`src/verilog/pid_sleep_defines.vh`:
```
`ifndef PID_SLEEP_DEFINES_VH
`define PID_SLEEP_DEFINES_VH

// Clock and time base
`define CLK_PERIOD_NS 5
`define SEC_NS 1000000000
`define CS_NS 10000000

// Source select codes: 0 none, 1..16 digital input, 17..32 control bit
`define SRC_NONE 6'h00
`define SRC_DI_LAST 6'h10
`define SRC_CW_FIRST 6'h11
`define SRC_CW_LAST 6'h20

// Sleep detection modes
`define SLP_NONE 3'h0
`define SLP_SWITCH 3'h1
`define SLP_SPEED 3'h2
`define SLP_POWER 3'h3
`define SLP_MULTI 3'h4

// Wake-up modes, feedback is the reset choice
`define WAKE_FEEDBACK 1'b0
`define WAKE_ERROR 1'b1

// Reset value of the speed command and the start ramp level
`define SPEED_RST 16'h0000

// Supervisor states
`define ST_STOP 3'h0
`define ST_MAN 3'h1
`define ST_START 3'h2
`define ST_PID 3'h3
`define ST_BOOST 3'h4
`define ST_SLEEP 3'h5

`endif

```
`src/verilog/start_ramp.v`:
```
`timescale 1ns/1ps
`include "pid_sleep_defines.vh"

module start_ramp (
   input wire sys_clk,
   input wire rst_n,
   input wire clear,
   input wire tick,
   input wire [15:0] full_scale,
   input wire [13:0] time_cs,
   input wire [15:0] target,
   output reg [15:0] level_reg,
   output wire done
);

   reg [31:0] acc_reg;
   wire [31:0] time_ext;

   // Zero time treated as the shortest ramp
   assign time_ext = (time_cs == 14'h0000) ? 32'h00000001 : {18'h00000, time_cs};
   assign done = (level_reg >= target);

   // Full scale per accel time: credit each tick, spend one step per clock
   always @(posedge sys_clk or negedge rst_n) begin
      if (!rst_n) begin
         acc_reg <= 32'h00000000;
         level_reg <= `SPEED_RST;
      end else if (clear) begin
         acc_reg <= 32'h00000000;
         level_reg <= `SPEED_RST;
      end else if (tick) begin
         acc_reg <= acc_reg + {16'h0000, full_scale};
      end else if (acc_reg >= time_ext && !done) begin
         acc_reg <= acc_reg - time_ext;
         level_reg <= level_reg + 16'h0001;
      end
   end

endmodule // start_ramp

```
`src/verilog/pid_sleep_wake_supervisor.v`:
```
`timescale 1ns/1ps
`include "pid_sleep_defines.vh"

module pid_sleep_wake_supervisor #(
   parameter SEC_CYCLES = `SEC_NS / `CLK_PERIOD_NS,
   parameter CS_CYCLES = `CS_NS / `CLK_PERIOD_NS
) (
   input wire sys_clk,
   input wire nrst,
   input wire [15:0] di_pins,
   input wire [15:0] ctrl_word,
   input wire run_cmd,
   input wire pid_configured,
   input wire chan1_sel,
   input wire pid_auto,
   input wire pid_inversion,
   input wire signed [15:0] pid_out,
   input wire signed [15:0] pid_error,
   input wire [15:0] pid_error_warning_level,
   input wire [5:0] int_off_sel,
   input wire signed [15:0] min_out,
   input wire signed [15:0] max_out,
   input wire [13:0] accel_time_cs,
   input wire start_accel_en,
   input wire [13:0] start_accel_cs,
   input wire [15:0] low_speed,
   input wire [15:0] start_ref_freq,
   input wire [15:0] manual_freq,
   input wire [2:0] sleep_mode,
   input wire [5:0] sleep_sw_sel,
   input wire [15:0] sleep_speed,
   input wire [15:0] sleep_on_power,
   input wire [15:0] out_freq,
   input wire [15:0] out_power,
   input wire [11:0] sleep_delay_s,
   input wire [15:0] boost_speed,
   input wire [11:0] boost_time_s,
   input wire wake_mode,
   input wire [15:0] wake_level,
   input wire [15:0] wake_err,
   input wire [15:0] pid_ref,
   input wire [15:0] feedback,
   output reg signed [15:0] speed_cmd_reg,
   output reg motor_run_reg,
   output reg pid_run_reg,
   output reg int_hold_reg,
   output reg err_warn_reg,
   output reg sleep_reg,
   output reg boost_reg,
   output reg pid_mode_reg
);

   // Pick a source bit from the digital inputs or the control word
   function src_pick;
      input [5:0] sel;
      input [15:0] di;
      input [15:0] cw;
      reg [5:0] idx;
      begin
         idx = 6'h00;
         src_pick = 1'b0;
         if (sel != `SRC_NONE && sel <= `SRC_DI_LAST) begin
            idx = sel - 6'h01;
            src_pick = di[idx[3:0]];
         end else if (sel >= `SRC_CW_FIRST && sel <= `SRC_CW_LAST) begin
            idx = sel - `SRC_CW_FIRST;
            src_pick = cw[idx[3:0]];
         end
      end
   endfunction

   // Limit a signed value to a window
   function signed [15:0] clamp;
      input signed [15:0] v;
      input signed [15:0] lo;
      input signed [15:0] hi;
      begin
         if (v < lo)
            clamp = lo;
         else if (v > hi)
            clamp = hi;
         else
            clamp = v;
      end
   endfunction

   reg [1:0] rst_sync;
   wire rst_n;
   reg [15:0] di_meta;
   reg [15:0] di_sync;
   reg [2:0] state_reg;
   reg [2:0] state_next;
   reg [31:0] tmr_cyc_reg;
   reg [11:0] tmr_sec_reg;
   reg [31:0] cs_cyc_reg;
   reg cs_tick_reg;
   reg sleep_cond;
   reg signed [15:0] speed_next;
   wire pid_mode;
   wire sw_active;
   wire cond_speed;
   wire cond_power;
   wire wake_fb;
   wire wake_er;
   wire wake_ok;
   wire sleep_arm;
   wire sec_tick;
   wire tmr_clear;
   wire delay_done;
   wire boost_done;
   wire [16:0] err_mag;
   wire signed [17:0] fb_s;
   wire signed [17:0] wake_lo;
   wire signed [17:0] wake_hi;
   wire [15:0] ramp_target;
   wire [13:0] ramp_time;
   wire [15:0] ramp_level;
   wire ramp_done;

   // Reset release through two flops
   always @(posedge sys_clk or negedge nrst) begin
      if (!nrst)
         rst_sync <= 2'b00;
      else
         rst_sync <= {rst_sync[0], 1'b1};
   end
   assign rst_n = rst_sync[1];

   // Digital input pins synchronised before use
   always @(posedge sys_clk or negedge rst_n) begin
      if (!rst_n) begin
         di_meta <= 16'h0000;
         di_sync <= 16'h0000;
      end else begin
         di_meta <= di_pins;
         di_sync <= di_meta;
      end
   end

   // PID control mode qualification
   assign pid_mode = pid_configured & chan1_sel & pid_auto;

   // Error magnitude against warning level
   assign err_mag = pid_error[15] ? (17'h00000 - {pid_error[15], pid_error}) : {1'b0, pid_error};

   // Individual sleep conditions
   assign sw_active = src_pick(sleep_sw_sel, di_sync, ctrl_word);
   assign cond_speed = (out_freq < sleep_speed);
   assign cond_power = (out_power < sleep_on_power);

   // Selected sleep detection mode
   always @* begin
      case (sleep_mode)
         `SLP_SWITCH: sleep_cond = sw_active;
         `SLP_SPEED: sleep_cond = cond_speed;
         `SLP_POWER: sleep_cond = cond_power;
         `SLP_MULTI: sleep_cond = sw_active | cond_speed | cond_power;
         default: sleep_cond = 1'b0;
      endcase
   end

   // Wake-up thresholds, direct or reverse action
   assign fb_s = $signed({2'b00, feedback});
   assign wake_lo = $signed({2'b00, pid_ref}) - $signed({2'b00, wake_err});
   assign wake_hi = $signed({2'b00, pid_ref}) + $signed({2'b00, wake_err});
   assign wake_fb = pid_inversion ? (feedback > wake_level) : (feedback < wake_level);
   assign wake_er = pid_inversion ? (fb_s > wake_hi) : (fb_s < wake_lo);
   assign wake_ok = (wake_mode == `WAKE_ERROR) ? wake_er : wake_fb;

   // Sleep only qualifies without a wake condition
   assign sleep_arm = sleep_cond & ~wake_ok;

   // State timer, cleared on state change or lost condition
   assign sec_tick = (tmr_cyc_reg == SEC_CYCLES - 1);
   assign tmr_clear = (state_next != state_reg) || (state_reg == `ST_PID && !sleep_arm);
   assign delay_done = sec_tick && (tmr_sec_reg >= sleep_delay_s);
   assign boost_done = sec_tick && ((tmr_sec_reg + 12'h001) >= boost_time_s);

   always @(posedge sys_clk or negedge rst_n) begin
      if (!rst_n) begin
         tmr_cyc_reg <= 32'h00000000;
         tmr_sec_reg <= 12'h000;
      end else if (tmr_clear) begin
         tmr_cyc_reg <= 32'h00000000;
         tmr_sec_reg <= 12'h000;
      end else if (sec_tick) begin
         tmr_cyc_reg <= 32'h00000000;
         if (tmr_sec_reg != 12'hFFF)
            tmr_sec_reg <= tmr_sec_reg + 12'h001;
      end else begin
         tmr_cyc_reg <= tmr_cyc_reg + 32'h00000001;
      end
   end

   // Free running ramp tick, one per hundredth of a second
   always @(posedge sys_clk or negedge rst_n) begin
      if (!rst_n) begin
         cs_cyc_reg <= 32'h00000000;
         cs_tick_reg <= 1'b0;
      end else if (cs_cyc_reg == CS_CYCLES - 1) begin
         cs_cyc_reg <= 32'h00000000;
         cs_tick_reg <= 1'b1;
      end else begin
         cs_cyc_reg <= cs_cyc_reg + 32'h00000001;
         cs_tick_reg <= 1'b0;
      end
   end

   // Start ramp target and time
   assign ramp_target = (start_ref_freq < low_speed) ? low_speed : start_ref_freq;
   assign ramp_time = start_accel_en ? start_accel_cs : accel_time_cs;

   start_ramp u_ramp (
      .sys_clk(sys_clk),
      .rst_n(rst_n),
      .clear(state_reg != `ST_START),
      .tick(cs_tick_reg),
      .full_scale(max_out[15] ? 16'h0000 : max_out),
      .time_cs(ramp_time),
      .target(ramp_target),
      .level_reg(ramp_level),
      .done(ramp_done)
   );

   // Supervisor state transitions
   always @* begin
      state_next = state_reg;
      case (state_reg)
         `ST_STOP: begin
            if (run_cmd) begin
               if (!pid_mode)
                  state_next = `ST_MAN;
               else if (wake_ok)
                  state_next = `ST_START;
               else
                  state_next = `ST_SLEEP;
            end
         end
         `ST_MAN: begin
            if (pid_mode)
               state_next = `ST_PID;
         end
         `ST_START: begin
            if (!pid_mode)
               state_next = `ST_MAN;
            else if (ramp_done)
               state_next = `ST_PID;
         end
         `ST_PID: begin
            if (!pid_mode)
               state_next = `ST_MAN;
            else if (sleep_arm && delay_done) begin
               if (boost_time_s == 12'h000)
                  state_next = `ST_SLEEP;
               else
                  state_next = `ST_BOOST;
            end
         end
         `ST_BOOST: begin
            if (!pid_mode)
               state_next = `ST_MAN;
            else if (boost_done)
               state_next = `ST_SLEEP;
         end
         `ST_SLEEP: begin
            if (!pid_mode)
               state_next = `ST_MAN;
            else if (wake_ok)
               state_next = `ST_START;
         end
         default: state_next = `ST_STOP;
      endcase
      if (!run_cmd)
         state_next = `ST_STOP;
   end

   // Speed command for each state
   always @* begin
      case (state_next)
         `ST_MAN: speed_next = manual_freq;
         `ST_START: speed_next = ramp_level;
         `ST_PID: speed_next = clamp(pid_out, min_out, max_out);
         `ST_BOOST: speed_next = boost_speed;
         default: speed_next = `SPEED_RST;
      endcase
   end

   // Registered state and outputs
   always @(posedge sys_clk or negedge rst_n) begin
      if (!rst_n) begin
         state_reg <= `ST_STOP;
         speed_cmd_reg <= `SPEED_RST;
         motor_run_reg <= 1'b0;
         pid_run_reg <= 1'b0;
         int_hold_reg <= 1'b0;
         err_warn_reg <= 1'b0;
         sleep_reg <= 1'b0;
         boost_reg <= 1'b0;
         pid_mode_reg <= 1'b0;
      end else begin
         state_reg <= state_next;
         speed_cmd_reg <= speed_next;
         motor_run_reg <= (state_next != `ST_STOP) && (state_next != `ST_SLEEP);
         pid_run_reg <= (state_next == `ST_PID);
         int_hold_reg <= src_pick(int_off_sel, di_sync, ctrl_word);
         err_warn_reg <= (err_mag > {1'b0, pid_error_warning_level});
         sleep_reg <= (state_next == `ST_SLEEP);
         boost_reg <= (state_next == `ST_BOOST);
         pid_mode_reg <= pid_mode;
      end
   end

endmodule // pid_sleep_wake_supervisor

```
`config.mk`:
```
export PLATFORM = sky130hd
export DESIGN_NAME = pid_sleep_wake_supervisor
export DESIGN_NICKNAME = d
export VERILOG_FILES = /design/src/verilog/start_ramp.v /design/src/verilog/pid_sleep_wake_supervisor.v
export VERILOG_INCLUDE_DIRS = /design/src /design/src/verilog
export SDC_FILE = /design/constraint.sdc
export NUM_CORES = 1
export LEC_CHECK = 0
export BUFFER_PORTS_ARGS = -buffer_cell sky130_fd_sc_hd__buf_2
export CAP_MARGIN = 15
export CORE_MARGIN = 5
export CORE_UTILIZATION = 38
export CTS_CLUSTER_DIAMETER = 40
export DETAILED_ROUTE_END_ITERATION = 7
export GPL_ROUTABILITY_DRIVEN = 1
export PLACE_DENSITY = 0.67
export SLEW_MARGIN = 20
export SYNTH_ARGS = -nofsm -noshare
export SYNTH_HDL_FRONTEND = slang
export SYNTH_HIERARCHICAL = 1
export SYNTH_SLANG_ARGS = --single-unit
```
`constraint.sdc`:
```
create_clock -name sys_clk -period 13.3 [get_ports sys_clk]
set_clock_uncertainty 0.2 [all_clocks]
set_input_delay 2.66 -clock sys_clk [delete_from_list [all_inputs] [get_ports sys_clk]]
set_output_delay 2.66 -clock sys_clk [all_outputs]
set_load 0.05 [all_outputs]
```
After elaboration in Yosys (flattened, before gate mapping) --
Index checks and enable logic that the tools add are counted.
Word-level totals: flip-flop bits (word level) 185, output and inout bits 23
Cells by class: add/sub/neg operators 13, $lt $le $gt $ge 24, equal/unequal tests 21, mux-type cells 51, bitwise logic cells 6, reductions and logical operators 25
Operator list (number):
- 2-to-1 mux 32 bit | 6
- 2-to-1 mux 16 bit | 6
- less-than comparator 16 bit | 5
- adder 32 x 1 -> 32 bit, second input constant | 2
- one-hot mux 16 bit (4 select lines) | 1
- 2-to-1 mux 12 bit | 3
- 2-to-1 mux 3 bit | 12
- adder 32 x 15 -> 32 bit | 1
- equality test 32 x 21 -> 1 bit, second input constant | 1
- equality test 32 x 28 -> 1 bit, second input constant | 1
- >= comparator 32 bit | 1
- > comparator 16 bit | 2
- subtractor 32 bit | 1
- 2-to-1 mux 14 bit | 2
- >= comparator 12 bit | 2
- less-than comparator 4 x 5 -> 1 bit, second input constant | 4
- equality test 3 x 2 -> 1 bit, second input constant | 6
- one-hot mux 3 bit (6 select lines) | 1
- adder 16 x 16 -> 17 bit | 1
- > comparator 16 x 17 -> 1 bit | 1
- > comparator 17 x 16 -> 1 bit | 1
- less-than comparator 17 bit | 1
- 2-to-1 mux 17 bit | 1
- subtractor 1 x 16 -> 17 bit, first input constant | 1
- other kinds (32) | 77

Logic depth before layout (Yosys ltp) --
Gate-level depths: netlist of the first run.
word-level depth 18, depth in mapped cells 32

By module --
Netlist of the first run, hierarchy kept.
Modules (own cells, without submodules):
- pid_sleep_wake_supervisor | instances 1, cells an instance 1494, area an instance 13257.7 um2, sequential area each 3428.3 um2
- start_ramp | instances 1, cells an instance 577, area an instance 4748.3 um2, sequential area each 1201.2 um2

Worst setup path after synthesis of the first run --
OpenSTA, ideal clock, no wires.
path kind input-to-reg, from in low_speed[1], to reg speed_cmd_reg[10], setup time 0.126 ns, arrival 7.662 ns, required time 12.974 ns, path slack 5.312 ns, stages on the path 30, path buffers 4, cell sequence inv_1 ha_1 a21o_1 a21o_1 a21o_1 a21oi_1 nor2b_1 o21ai_0 a21oi_1 nor2_1 o31ai_1 clkbuf_1 mux2_2 inv_1 ha_1 a211oi_1 nor2_1 o31ai_1 o211a_1 buf_2 inv_1 a21oi_1 a221oi_1 a21oi_1 a32o_1 a21oi_2 and3_1 buf_2 buf_4 a221o_1
Between the ends: longest elaborated chain between the ends 9, elaborated cells on any way between the ends 12, those cells by class 2 x order compare; 4 x eq/ne; 6 x mux
RTL lines:
- start: declaration | line pid_sleep_wake_supervisor.v:26 | input wire [15:0] low_speed,
- less-than comparator 16 bit * | line pid_sleep_wake_supervisor.v:210 | assign ramp_target = (start_ref_freq < low_speed) ? low_speed : start_ref_freq;
- 2-to-1 mux 16 bit * | line pid_sleep_wake_supervisor.v:210
- named net ramp_target[9] | line pid_sleep_wake_supervisor.v:115 | wire [15:0] ramp_target;
- >= comparator 16 bit * | line start_ramp.v:21 | assign done = (level_reg >= target);
- named net ramp_done | line pid_sleep_wake_supervisor.v:118 | wire ramp_done;
- 2-to-1 mux 3 bit * | line pid_sleep_wake_supervisor.v:246 | else if (ramp_done)
- 2-to-1 mux 3 bit * | line pid_sleep_wake_supervisor.v:244 | if (!pid_mode)
- one-hot mux 3 bit (6 select lines) * | line pid_sleep_wake_supervisor.v:228 | case (state_reg)
- 2-to-1 mux 3 bit * | line pid_sleep_wake_supervisor.v:273 | if (!run_cmd)
- named net state_next[0] | line pid_sleep_wake_supervisor.v:92 | reg [2:0] state_next;
- equality test 3 bit, or another cell as far along | line pid_sleep_wake_supervisor.v:279 | case (state_next)
- one-hot mux 16 bit (4 select lines) * | line pid_sleep_wake_supervisor.v:279
- named net speed_next[10] | line pid_sleep_wake_supervisor.v:98 | reg signed [15:0] speed_next;
- end signal: assignment | line pid_sleep_wake_supervisor.v:292 | speed_cmd_reg <= `SPEED_RST;
- end signal: assignment | line pid_sleep_wake_supervisor.v:302 | speed_cmd_reg <= speed_next;
- end: declaration | line pid_sleep_wake_supervisor.v:43 | output reg signed [15:0] speed_cmd_reg,
Mark *: on every way through the listed nets, which the timed path passes. The rest lies on a longest branch. A chain may end at the register's enable or synchronous reset.

Final worst setup path of the first run --
from in wake_err[5], to reg tmr_sec_reg[10]
Between the ends: longest elaborated chain between the ends 15, elaborated cells on any way between the ends 25, those cells by class 2 x add/sub; 2 x order compare; 1 x eq/ne; 11 x mux; 2 x bitwise; 7 x reduce/logical
RTL lines:
- start: declaration | line pid_sleep_wake_supervisor.v:40 | input wire [15:0] wake_err,
- subtractor 16 x 16 -> 17 bit or adder 16 x 16 -> 17 bit (tied branches) | line pid_sleep_wake_supervisor.v:164, pid_sleep_wake_supervisor.v:165
- less-than comparator 17 bit or > comparator 16 x 17 -> 1 bit (tied branches) | line pid_sleep_wake_supervisor.v:167 | assign wake_er = pid_inversion ? (fb_s > wake_hi) : (fb_s < wake_lo);
- 2-to-1 mux 1 bit * | line pid_sleep_wake_supervisor.v:167
- 2-to-1 mux 1 bit * | line pid_sleep_wake_supervisor.v:168 | assign wake_ok = (wake_mode == `WAKE_ERROR) ? wake_er : wake_fb;
- inverter 1 bit | line pid_sleep_wake_supervisor.v:171 | assign sleep_arm = sleep_cond & ~wake_ok;
- AND 1 bit | line pid_sleep_wake_supervisor.v:171
- logical AND 1 bit | line pid_sleep_wake_supervisor.v:252 | else if (sleep_arm && delay_done) begin
- 2-to-1 mux 3 bit | line pid_sleep_wake_supervisor.v:252
- 2-to-1 mux 3 bit | line pid_sleep_wake_supervisor.v:250 | if (!pid_mode)
- one-hot mux 3 bit (6 select lines) | line pid_sleep_wake_supervisor.v:228
- 2-to-1 mux 3 bit | line pid_sleep_wake_supervisor.v:273
- inequality test 3 bit | line pid_sleep_wake_supervisor.v:175 | assign tmr_clear = (state_next != state_reg) || (state_reg == `ST_PID && !sleep_arm);
- logical OR 1 bit * | line pid_sleep_wake_supervisor.v:175
- nonzero test 2 bit (no source line)
- AND reduction 2 bit (no source line)
- end signal: assignment | line pid_sleep_wake_supervisor.v:189 | tmr_sec_reg <= tmr_sec_reg + 12'h001;
- end: declaration | line pid_sleep_wake_supervisor.v:94 | reg [11:0] tmr_sec_reg;
Every way passes the cells marked *; elsewhere a longest branch is shown, timed or not.

==> results of run 1 <==
[per-layer routing]
metal | global-route usage, % | share of wire, %
met1 | 25.5 | 43
met2 | 35.8 | 48
met3 | 3.02 | 6.0
met4 | 6.91 | 2.5
met5 | 0 | 0.033
[cell usage in the layout, fill, tap and decap left out, types with 17 or more instances in the layout]
master,instances
buf_2,402
ha_1,253
inv_1,222
dfrtp_1,184
nor2_1,182
nand2_1,139
a21oi_1,115
xnor2_1,90
nand3_1,76
o21ai_0,66
xor2_1,62
mux2i_1,54
nand4_1,46
a21o_1,44
mux2_2,39
nor2b_1,32
and3_1,31
nor3_1,31
nand2b_1,21
or3_1,21
a211oi_1,19
a221o_1,19
nor4_1,18
mux4_2,18
clkbuf_16,17
[path summary, 6_finish.rpt]
path	startpoint	to	cells after the start
worst min register to register	di_meta[3]	di_sync[3]	0
min in group asynchronous	rst_sync[1]	tmr_sec_reg[2]	0
worst max register to register	tmr_sec_reg[0]	tmr_sec_reg[10]	17
max in group asynchronous	rst_sync[1]	u_ramp/level_reg[13]	2
worst max-delay path	wake_err[5]	tmr_sec_reg[10]	27
worst min-delay path	di_meta[3]	di_sync[3]	0
[per-stage QoR]
step | instance area, µm² | total power, µW
2_1_floorplan | 18000 | 1000
3_3_place_gp | 20600 | 1180
3_5_place_dp | 20600 | 1190
4_1_cts | 21300 | 1780
5_1_grt | 21300 | 1860
6_report | 21300 | 1760
[report_power, final]
| part | internal (µW) | switching [µW] |
|---|---|---|
| Clock | 338 | 238 |
| Combinational | 242 | 343 |
| Sequential | 582 | 19.3 |
[critical path, delay by kind of cell]
kind	cells	cell delay, ns
multiplexers	1	0.36
adder cells (fa/ha/maj)	2	0.65
AND/OR/NAND/NOR	8	0.99
AO/OA/AOI/OAI	11	3.04
buffers and inverters	4	0.58
XOR/XNOR	1	0.08
[final cells by class]
type                       instances  area, µm²  share of cell area (%)
clock inverter                    15        235                    1.10
clock buffer                      17        425                    2.00
antenna                            8       20.0                  0.0939
sequential                       185       4630                    21.7
timing repair buffer             414       2100                    9.86
multi-input combinational       1606      12300                    57.7
tap                              607        759                    3.56
inverter                         223        837                    3.93
[logic make-up after synthesis]
kind of cell | synth area share (%)
xor+xnor | 7.39
simple gates | 19.3
fa+ha+maj | 18.0
mux | 8.15
other cells | 0.0417
compound gates | 15.2
buf+inv | 6.14
flops | 25.7
==> results.toml, run 1 <==
[logic_synthesis]
synthTopCellsByArea = "dfrtp_1 (26%), ha_1 (18%), inv_1 (4.6%), xnor2_1 (4.4%), nor2_1 (3.8%)"
synth.most_common_cell = "ha_1"
syn_nets = 2708
syn_area_mm2 = 0.0180
synth.top_cell.area_share_pct = 25.7
synth_edf_count = 0
netlist_instances = 2071
synth_flop_cell = "dfrtp_1"
syn_avg_cell_area_um2 = 8.69
async_reset_ff_share_pct = 100
synth_largest_area_cell = "dfrtp_1"
ys_ff_latch = 185
ys_seq_area_share_pct = 25.7
ys_warn_count = 6
synth.distinct_cells = 85
synth_commonest_cells = "ha_1 (253), inv_1 (222), dfrtp_1 (185), nor2_1 (182), nand2_1 (139)"

[detailed_routing]
ant_nets = 0
drc = 0
first_iter_violations = 872
drt_first_pass_iters = 5
vias_per_cell = 5.49
vias = 16900
wire_per_inst_um = 17.8
wirelength_um = 54800

[setup_path]
cp-end-kind = "flip-flop"
path_max_fanout = 44
cp_data_required_time_ns = 13.47
cpMaxStageDelayCell = "a221oi_1"
crit_top_cell = "nor2_1"
critPathKind = "in2reg"
slowest_delay_ns = 0.51
setup.worst_path.start_class = "input port"
r2r_slack_ns = 8.39
worst_ep_arrival_time_ns = 8.40

[finish]
fillCellCount = 4520
area_growth_pct = 18.4
post_route_cells_drive_above_1_share_pct = 22.2
nets = 3084
fin_cells = 3075
final_core_util_pct = 45.6

[floorplan]
die_h_um = 228
pin_count = 403
fp.dieArea_mm2 = 0.0518
die_w_um = 228
rows = 79
core_area_mm2 = 0.0468
initial_core_util_pct = 38.5

[clock_network]
cts.sinks = 185
clkLatencyLatePin_ns = 0.46
cts_resized = 0
path_clk_slew_ns = 0.07
cts_tree = "yes"
cts_root_buf = "clkbuf_16"
cts_max_level = 4
cts_buffer_depth = 2
cts_made_buffers = 17
holdBufCountCts = 0
cts_setup_buffers = 0

[place]
gp_congestion = 0.962
dp_hpwl_um = 45300
portBuffers = 402
preCtsSetupSlack_ns = 4.67
placedCellCount = 3035

[grt]
track_usage_pct = 20.3
grt_pass1_wl_um = 85800
grt_pass1_vias = 17100
grt-ovfl-total = 0
antenna_found_initial = 10
grt_max_degree = 72

[sta]
fmax_mhz = 121
fin_hold_ws_ns = 0.148
setup_viol = 0
hold_violations = 0
slew_viol_final = 0
layout_min_cycle_time_ns = 8.23
timing.setup.tns_ns = 0
max-slew-margin-rel_pct = 35.0
rsz0062_at_grt = "no"
worst_slack_ns = 5.07
finalCritPeriodShare_pct = 61.9
worst_pin_slew_ns = 0.973

[power]
powerDensity_mw_per_mm2 = 82.7
p_leak_uw = 0.0112
peakVddDrop_mv = 0.0819

[worst_hold_path]
hold_path_class = "reg2reg"

[outcome]
outcome = "completed"

[flow_run]
maxCapViolations = 0
Power figures use the tool's default switching activity.
==> run 2, diff against run 1 <==
Settings changed: PLACE_DENSITY 0.67 to 0.7.
Clock period 13.3 ns to 7.1 ns, I/O delays scaled along.
==> run 2 against run 1 <==
Compared with the run above: utilization hardly changed; register-to-register slack worse by 6.0 ns; clock-buffer cell count is 1 higher; non-clock buffer count is 5 higher; largest power group unchanged.
==> results.toml, run 2 (same netlist as run 1, synthesis figures left out) <==
[outcome]
outcome = "completed"

[setup_path]
r2r-end = "tmr_cyc_reg[5]"
crit-reg2reg-launch = "tmr_sec_reg[0]"
crit_start = "low_speed[1]"
critPathKind = "in2reg"
r2r_slack_ns = 2.43
cpMaxStageDelayCell = "a221o_1"
cp_data_required_time_ns = 7.23
worst_ep_arrival_time_ns = 6.57
setup.worst_path.start_class = "input port"
crit_end = "speed_cmd_reg[1]"
path_max_fanout = 17
slowest_delay_ns = 0.34
worst_r2r_path_depth = 17
cp-end-kind = "flip-flop"

[finish]
fin_cells = 3080
area_growth_pct = 18.4
nets = 3089
final_common_cell = "buf_2"
final_cell_mix = "buf_2 (402), ha_1 (253), inv_1 (222)"
post_route_cells_drive_above_1_share_pct = 22.5
fillCellCount = 4549

[power]
seqPwrFrac_pct = 34.9
peakVddDrop_mv = 0.153
powerDensity_mw_per_mm2 = 152
power_uw = 3240
p_sw_share_pct = 36.1
p_clk_share_pct = 30.2
p_switching_uw = 1170
internal_power_uw = 2070
p_leak_uw = 0.0112
pwr-share-comb_pct = 34.9

[place]
portBuffers = 402
gp_congestion = 0.922
dp_hpwl_um = 47400
placedCellCount = 3040

[detailed_routing]
ant_nets = 0
wirelength_um = 57300
drt_first_pass_iters = 7
vias_per_cell = 5.52
drc = 0
first_iter_violations = 1060
vias = 17000
wire_per_inst_um = 18.6

[clock_network]
cts_resized = 0
cts_max_level = 4
cts.sinks = 185
cts_root_buf = "clkbuf_16"
cts_buffer_depth = 2
cts_made_buffers = 17
holdBufCountCts = 0
cts_tree = "yes"
cts_setup_buffers = 0
path_clk_slew_ns = 0.07
clkLatencyLatePin_ns = 0.45

[sta]
worst_pin_slew_ns = 0.968
fmax_mhz = 155
slew_viol_final = 0
setup_viol = 0
fin_hold_ws_ns = 0.151
max-slew-margin-rel_pct = 35.3
rsz0062_at_grt = "no"
finalCritPeriodShare_pct = 90.8
hold_violations = 0
layout_min_cycle_time_ns = 6.44
timing.setup.tns_ns = 0

[grt]
grt_max_degree = 72
antenna_found_initial = 13
grt_pass1_vias = 16900
track_usage_pct = 21.2
grt_pass1_wl_um = 88300
grt-ovfl-total = 0

[floorplan]
fp.dieArea_mm2 = 0.0518
pin_count = 403
initial_core_util_pct = 38.5
core_area_mm2 = 0.0468
rows = 79
die_w_um = 228
die_h_um = 228

[flow_run]
maxCapViolations = 0

[worst_hold_path]
hold_path_class = "reg2reg"
run 2: changes by cell type in the layout (fill, tap and decap cells not counted), sizes merged:
cell      change
inv           +1
buf           +5
clkinvlp      -3
clkbuf        +1
clkinv        +5
bufinv        -4
run 2: area by class of cell:
type / count / area, µm² / share of cell area (%)
well taps: 607 / 759 / 3.56
clock buffers: 18 / 439 / 2.06
diodes: 8 / 20.0 / 0.0939
multi-input cells: 1606 / 12300 / 57.8
repair buffers: 419 / 2150 / 10.1
flip-flops and latches: 185 / 4630 / 21.7
clock inverters: 14 / 156 / 0.734
inverters: 223 / 837 / 3.93
run 2: stage by stage:
stage	instance area (µm²)	setup slack (ns)	utilization (%)
floorplan	18000	0.352	-
global placement	20700	0.247	44.3
detailed placement	20700	0.0864	44.3
CTS	21300	0.527	45.5
global route	21300	0.110	45.6
finish	21300	0.655	45.6
run 2: power groups by stage:
stage          Combinational [µW]  Clock (µW)  Sequential, µW
6_report                     1130         977            1130
5_1_grt                      1240        1050            1130
4_1_cts                      1130        1010            1130
3_5_place_dp                 1120           0            1150
3_3_place_gp                 1090           0            1150
2_1_floorplan                 674           0            1200
run 2: critical path, delay by kind of cell:
| kind | cells | cell delay, ns |
|---|---|---|
| AOI/OAI and AO/OA | 16 | 2.56 |
| muxes | 2 | 0.67 |
| and+or+nand+nor | 5 | 0.50 |
| adders and majority gates | 2 | 0.45 |
| buffers and inverters | 6 | 0.94 |
run 2: routing by layer:
| metal | track usage, % | wire, µm | vias up | share of wire, % |
|---|---|---|---|---|
| met5 | 0 | 57 | - | 0.099 |
| met4 | 5.56 | 1300 | 10 | 2.3 |
| met3 | 4.32 | 4050 | 85 | 7.1 |
| met2 | 37.0 | 27600 | 548 | 48 |
| met1 | 26.9 | 24300 | 8185 | 42 |
| li1 | - | - | 8186 | - |
run 2: worst min path at each step:
stage | start | end | cells past startpoint
CTS | di_meta[2] | di_sync[2] | 0
floorplan | di_meta[0] | di_sync[0] | 0
global route | di_meta[2] | di_sync[2] | 0
global placement | rst_sync[0] | rst_sync[1] | 0
detailed placement | rst_sync[0] | rst_sync[1] | 0
finish | rst_sync[0] | rst_sync[1] | 0
==> run 3, diff against run 2 <==
Settings changed: SYNTH_HIERARCHICAL 1 to not set.
==> run 3 against run 2 <==
Compared with the run above: design area is 2.6% lower; total power fell by 6.3%; clock power shrank 4.6%; sequential cell count unchanged; worst hold slack about the same; final cell count fell by 2.2%; first-iteration DRC count is 20% lower; synthesized cell count decreased by 3.5%; via count shrank 4.4%; critical path type unchanged; critical endpoint is now tmr_cyc_reg[1].
==> results.toml, run 3 <==
[setup_path]
cp_num_cells = 27
crit_top_cell = "a21o_1"
crit_buf_inv = 5
setup.worst_path.start_class = "input port"
cp-end-kind = "flip-flop"
crit_family = "compound AO/OA/AOI/OAI gates"
cpMaxStageDelayCell = "a2111oi_0"
path_max_fanout = 21
critPathKind = "in2reg"
slowest_delay_ns = 0.41
worst_ep_arrival_time_ns = 6.75
worst_r2r_path_depth = 19
cp_data_required_time_ns = 7.24

[logic_synthesis]
ys_warn_count = 0
synth.top_cell.area_share_pct = 26.7
syn_area_mm2 = 0.0174
ys_seq_area_share_pct = 26.7
synth_commonest_cells = "ha_1 (251), inv_1 (206), nor2_1 (192), dfrtp_1 (185), nand2_1 (124)"
syn_avg_cell_area_um2 = 8.69
netlist_instances = 1999
synth.most_common_cell = "ha_1"
synth_edf_count = 0
synth_largest_area_cell = "dfrtp_1"
synth_flop_cell = "dfrtp_1"
ys_ff_latch = 185
async_reset_ff_share_pct = 100
syn_nets = 2634
synthTopCellsByArea = "dfrtp_1 (27%), ha_1 (18%), xor2_1 (4.5%), inv_1 (4.5%), xnor2_1 (4.4%)"
synth.distinct_cells = 80

[detailed_routing]
ant_nets = 0
wire_per_inst_um = 18.1
vias = 16300
wirelength_um = 54500
drc = 0
drt_first_pass_iters = 7
vias_per_cell = 5.40
first_iter_violations = 850

[finish]
finalInstanceArea_mm2 = 0.0208
regArea_mm2 = 0.00463
nets = 3033
final_core_util_pct = 45.8
fillCellCount = 4385
fin_cells = 3012
post_route_cells_drive_above_1_share_pct = 21.8
final_cell_mix = "buf_2 (402), ha_1 (251), inv_1 (206)"
multiInputGateArea_mm2 = 0.0118
area_growth_pct = 19.5
final_common_cell = "buf_2"

[grt]
track_usage_pct = 21.0
grt_pass1_wl_um = 86100
grt_pass1_vias = 16600
grt-ovfl-total = 0
grt_max_degree = 79
antenna_found_initial = 4

[clock_network]
path_clk_slew_ns = 0.07
cts_max_level = 4
cts_tree = "yes"
cts.sinks = 185
cts_setup_buffers = 0
cts_made_buffers = 17
clkLatencyLatePin_ns = 0.44
holdBufCountCts = 0
cts_buffer_depth = 2
cts_root_buf = "clkbuf_16"
cts_resized = 0

[place]
placedCellCount = 2979
gp_congestion = 0.943
dp_hpwl_um = 46000
place_area_mm2 = 0.0202
portBuffers = 402

[floorplan]
pin_count = 403
fp.dieArea_mm2 = 0.0501
die_h_um = 224
die_w_um = 224
core_area_mm2 = 0.0453
rows = 78
initial_core_util_pct = 38.3

[sta]
setup_viol = 0
max-slew-margin-rel_pct = 24.5
rsz0062_at_grt = "no"
layout_min_cycle_time_ns = 6.60
slew_viol_final = 0
worst_pin_slew_ns = 1.13
hold_violations = 0
finalCritPeriodShare_pct = 93.0
fmax_mhz = 151

[flow_run]
maxCapViolations = 0

[power]
powerDensity_mw_per_mm2 = 146
p_leak_uw = 0.0108
power_uw = 3030
peakVddDrop_mv = 0.170

[outcome]
outcome = "completed"

[worst_hold_path]
hold_path_class = "reg2reg"
hold_depth = 0
## run 3: changes by cell type in the layout (fill, tap and decap cells not counted), sizes merged, moves of 10 or more
cell	before	now
nor2b	32	22
or3	22	7
nor2	182	192
mux2i	54	75
a211oi	21	32
inv	230	217
a221o	19	2
xor2	62	90
nand4	48	37
nand2	139	124
mux2	46	3
a21oi	116	106
## run 3: final timing paths
path | start | to | slack, ns
hold reg to reg | di_meta[10] | di_sync[10] | 0.15
setup reg to reg | tmr_sec_reg[0] | tmr_cyc_reg[1] | 2.66
max in group asynchronous | rst_sync[1] | u_ramp.acc_reg[17] | 5.31
hold / removal | di_meta[10] | di_sync[10] | 0.15
min in group asynchronous | rst_sync[1] | tmr_sec_reg[7] | 0.20
setup / recovery | low_speed[1] | tmr_cyc_reg[1] | 0.50
## run 3: metal layers
metal | vias up | wire length (µm) | track usage (%)
met5 | - | 34 | 0
met4 | 4 | 1300 | 5.89
met3 | 75 | 3190 | 3.17
met2 | 514 | 26700 | 36.9
met1 | 7772 | 23200 | 26.9
li1 | 7901 | - | -
## run 3: power breakdown
| group | internal [µW] | switching [µW] |
|---|---|---|
| registers | 1080 | 27.2 |
| clock network | 470 | 462 |
| logic | 428 | 564 |
## run 3: through the flow
step / setup TNS (ns) / worst slack (ns) / hold WS, ns
final: 0 / 0.495 / 0.151
after global routing: 0 / 0.102 / 0.155
after CTS: 0 / 0.358 / 0.152
after detailed placement: -0.386 / -0.0808 / 0.136
after global placement: 0 / 0.0849 / 0.134
after floorplan: 0 / 0.0744 / 0.131
## run 3: cell type report
type / instances / share of cell area, %
clock buffers: 17 / 2.05
repair buffers: 428 / 10.8
inverters: 209 / 3.78
well taps: 600 / 3.62
flip-flops and latches: 185 / 22.3
diodes: 1 / 0.0121
clock inverters: 15 / 0.759
multi-input cells: 1557 / 56.7
## run 3: logic make-up after synthesis
| family | share of synthesized area [%] |
|---|---|
| and+or+nand+nor | 18.2 |
| AOI/OAI and AO/OA | 15.0 |
| adders and majority gates | 18.7 |
| DFF | 26.7 |
| other | 0.0216 |
| muxes | 6.85 |
| buffers and inverters | 5.74 |
| xor gates and xnor gates | 8.93 |
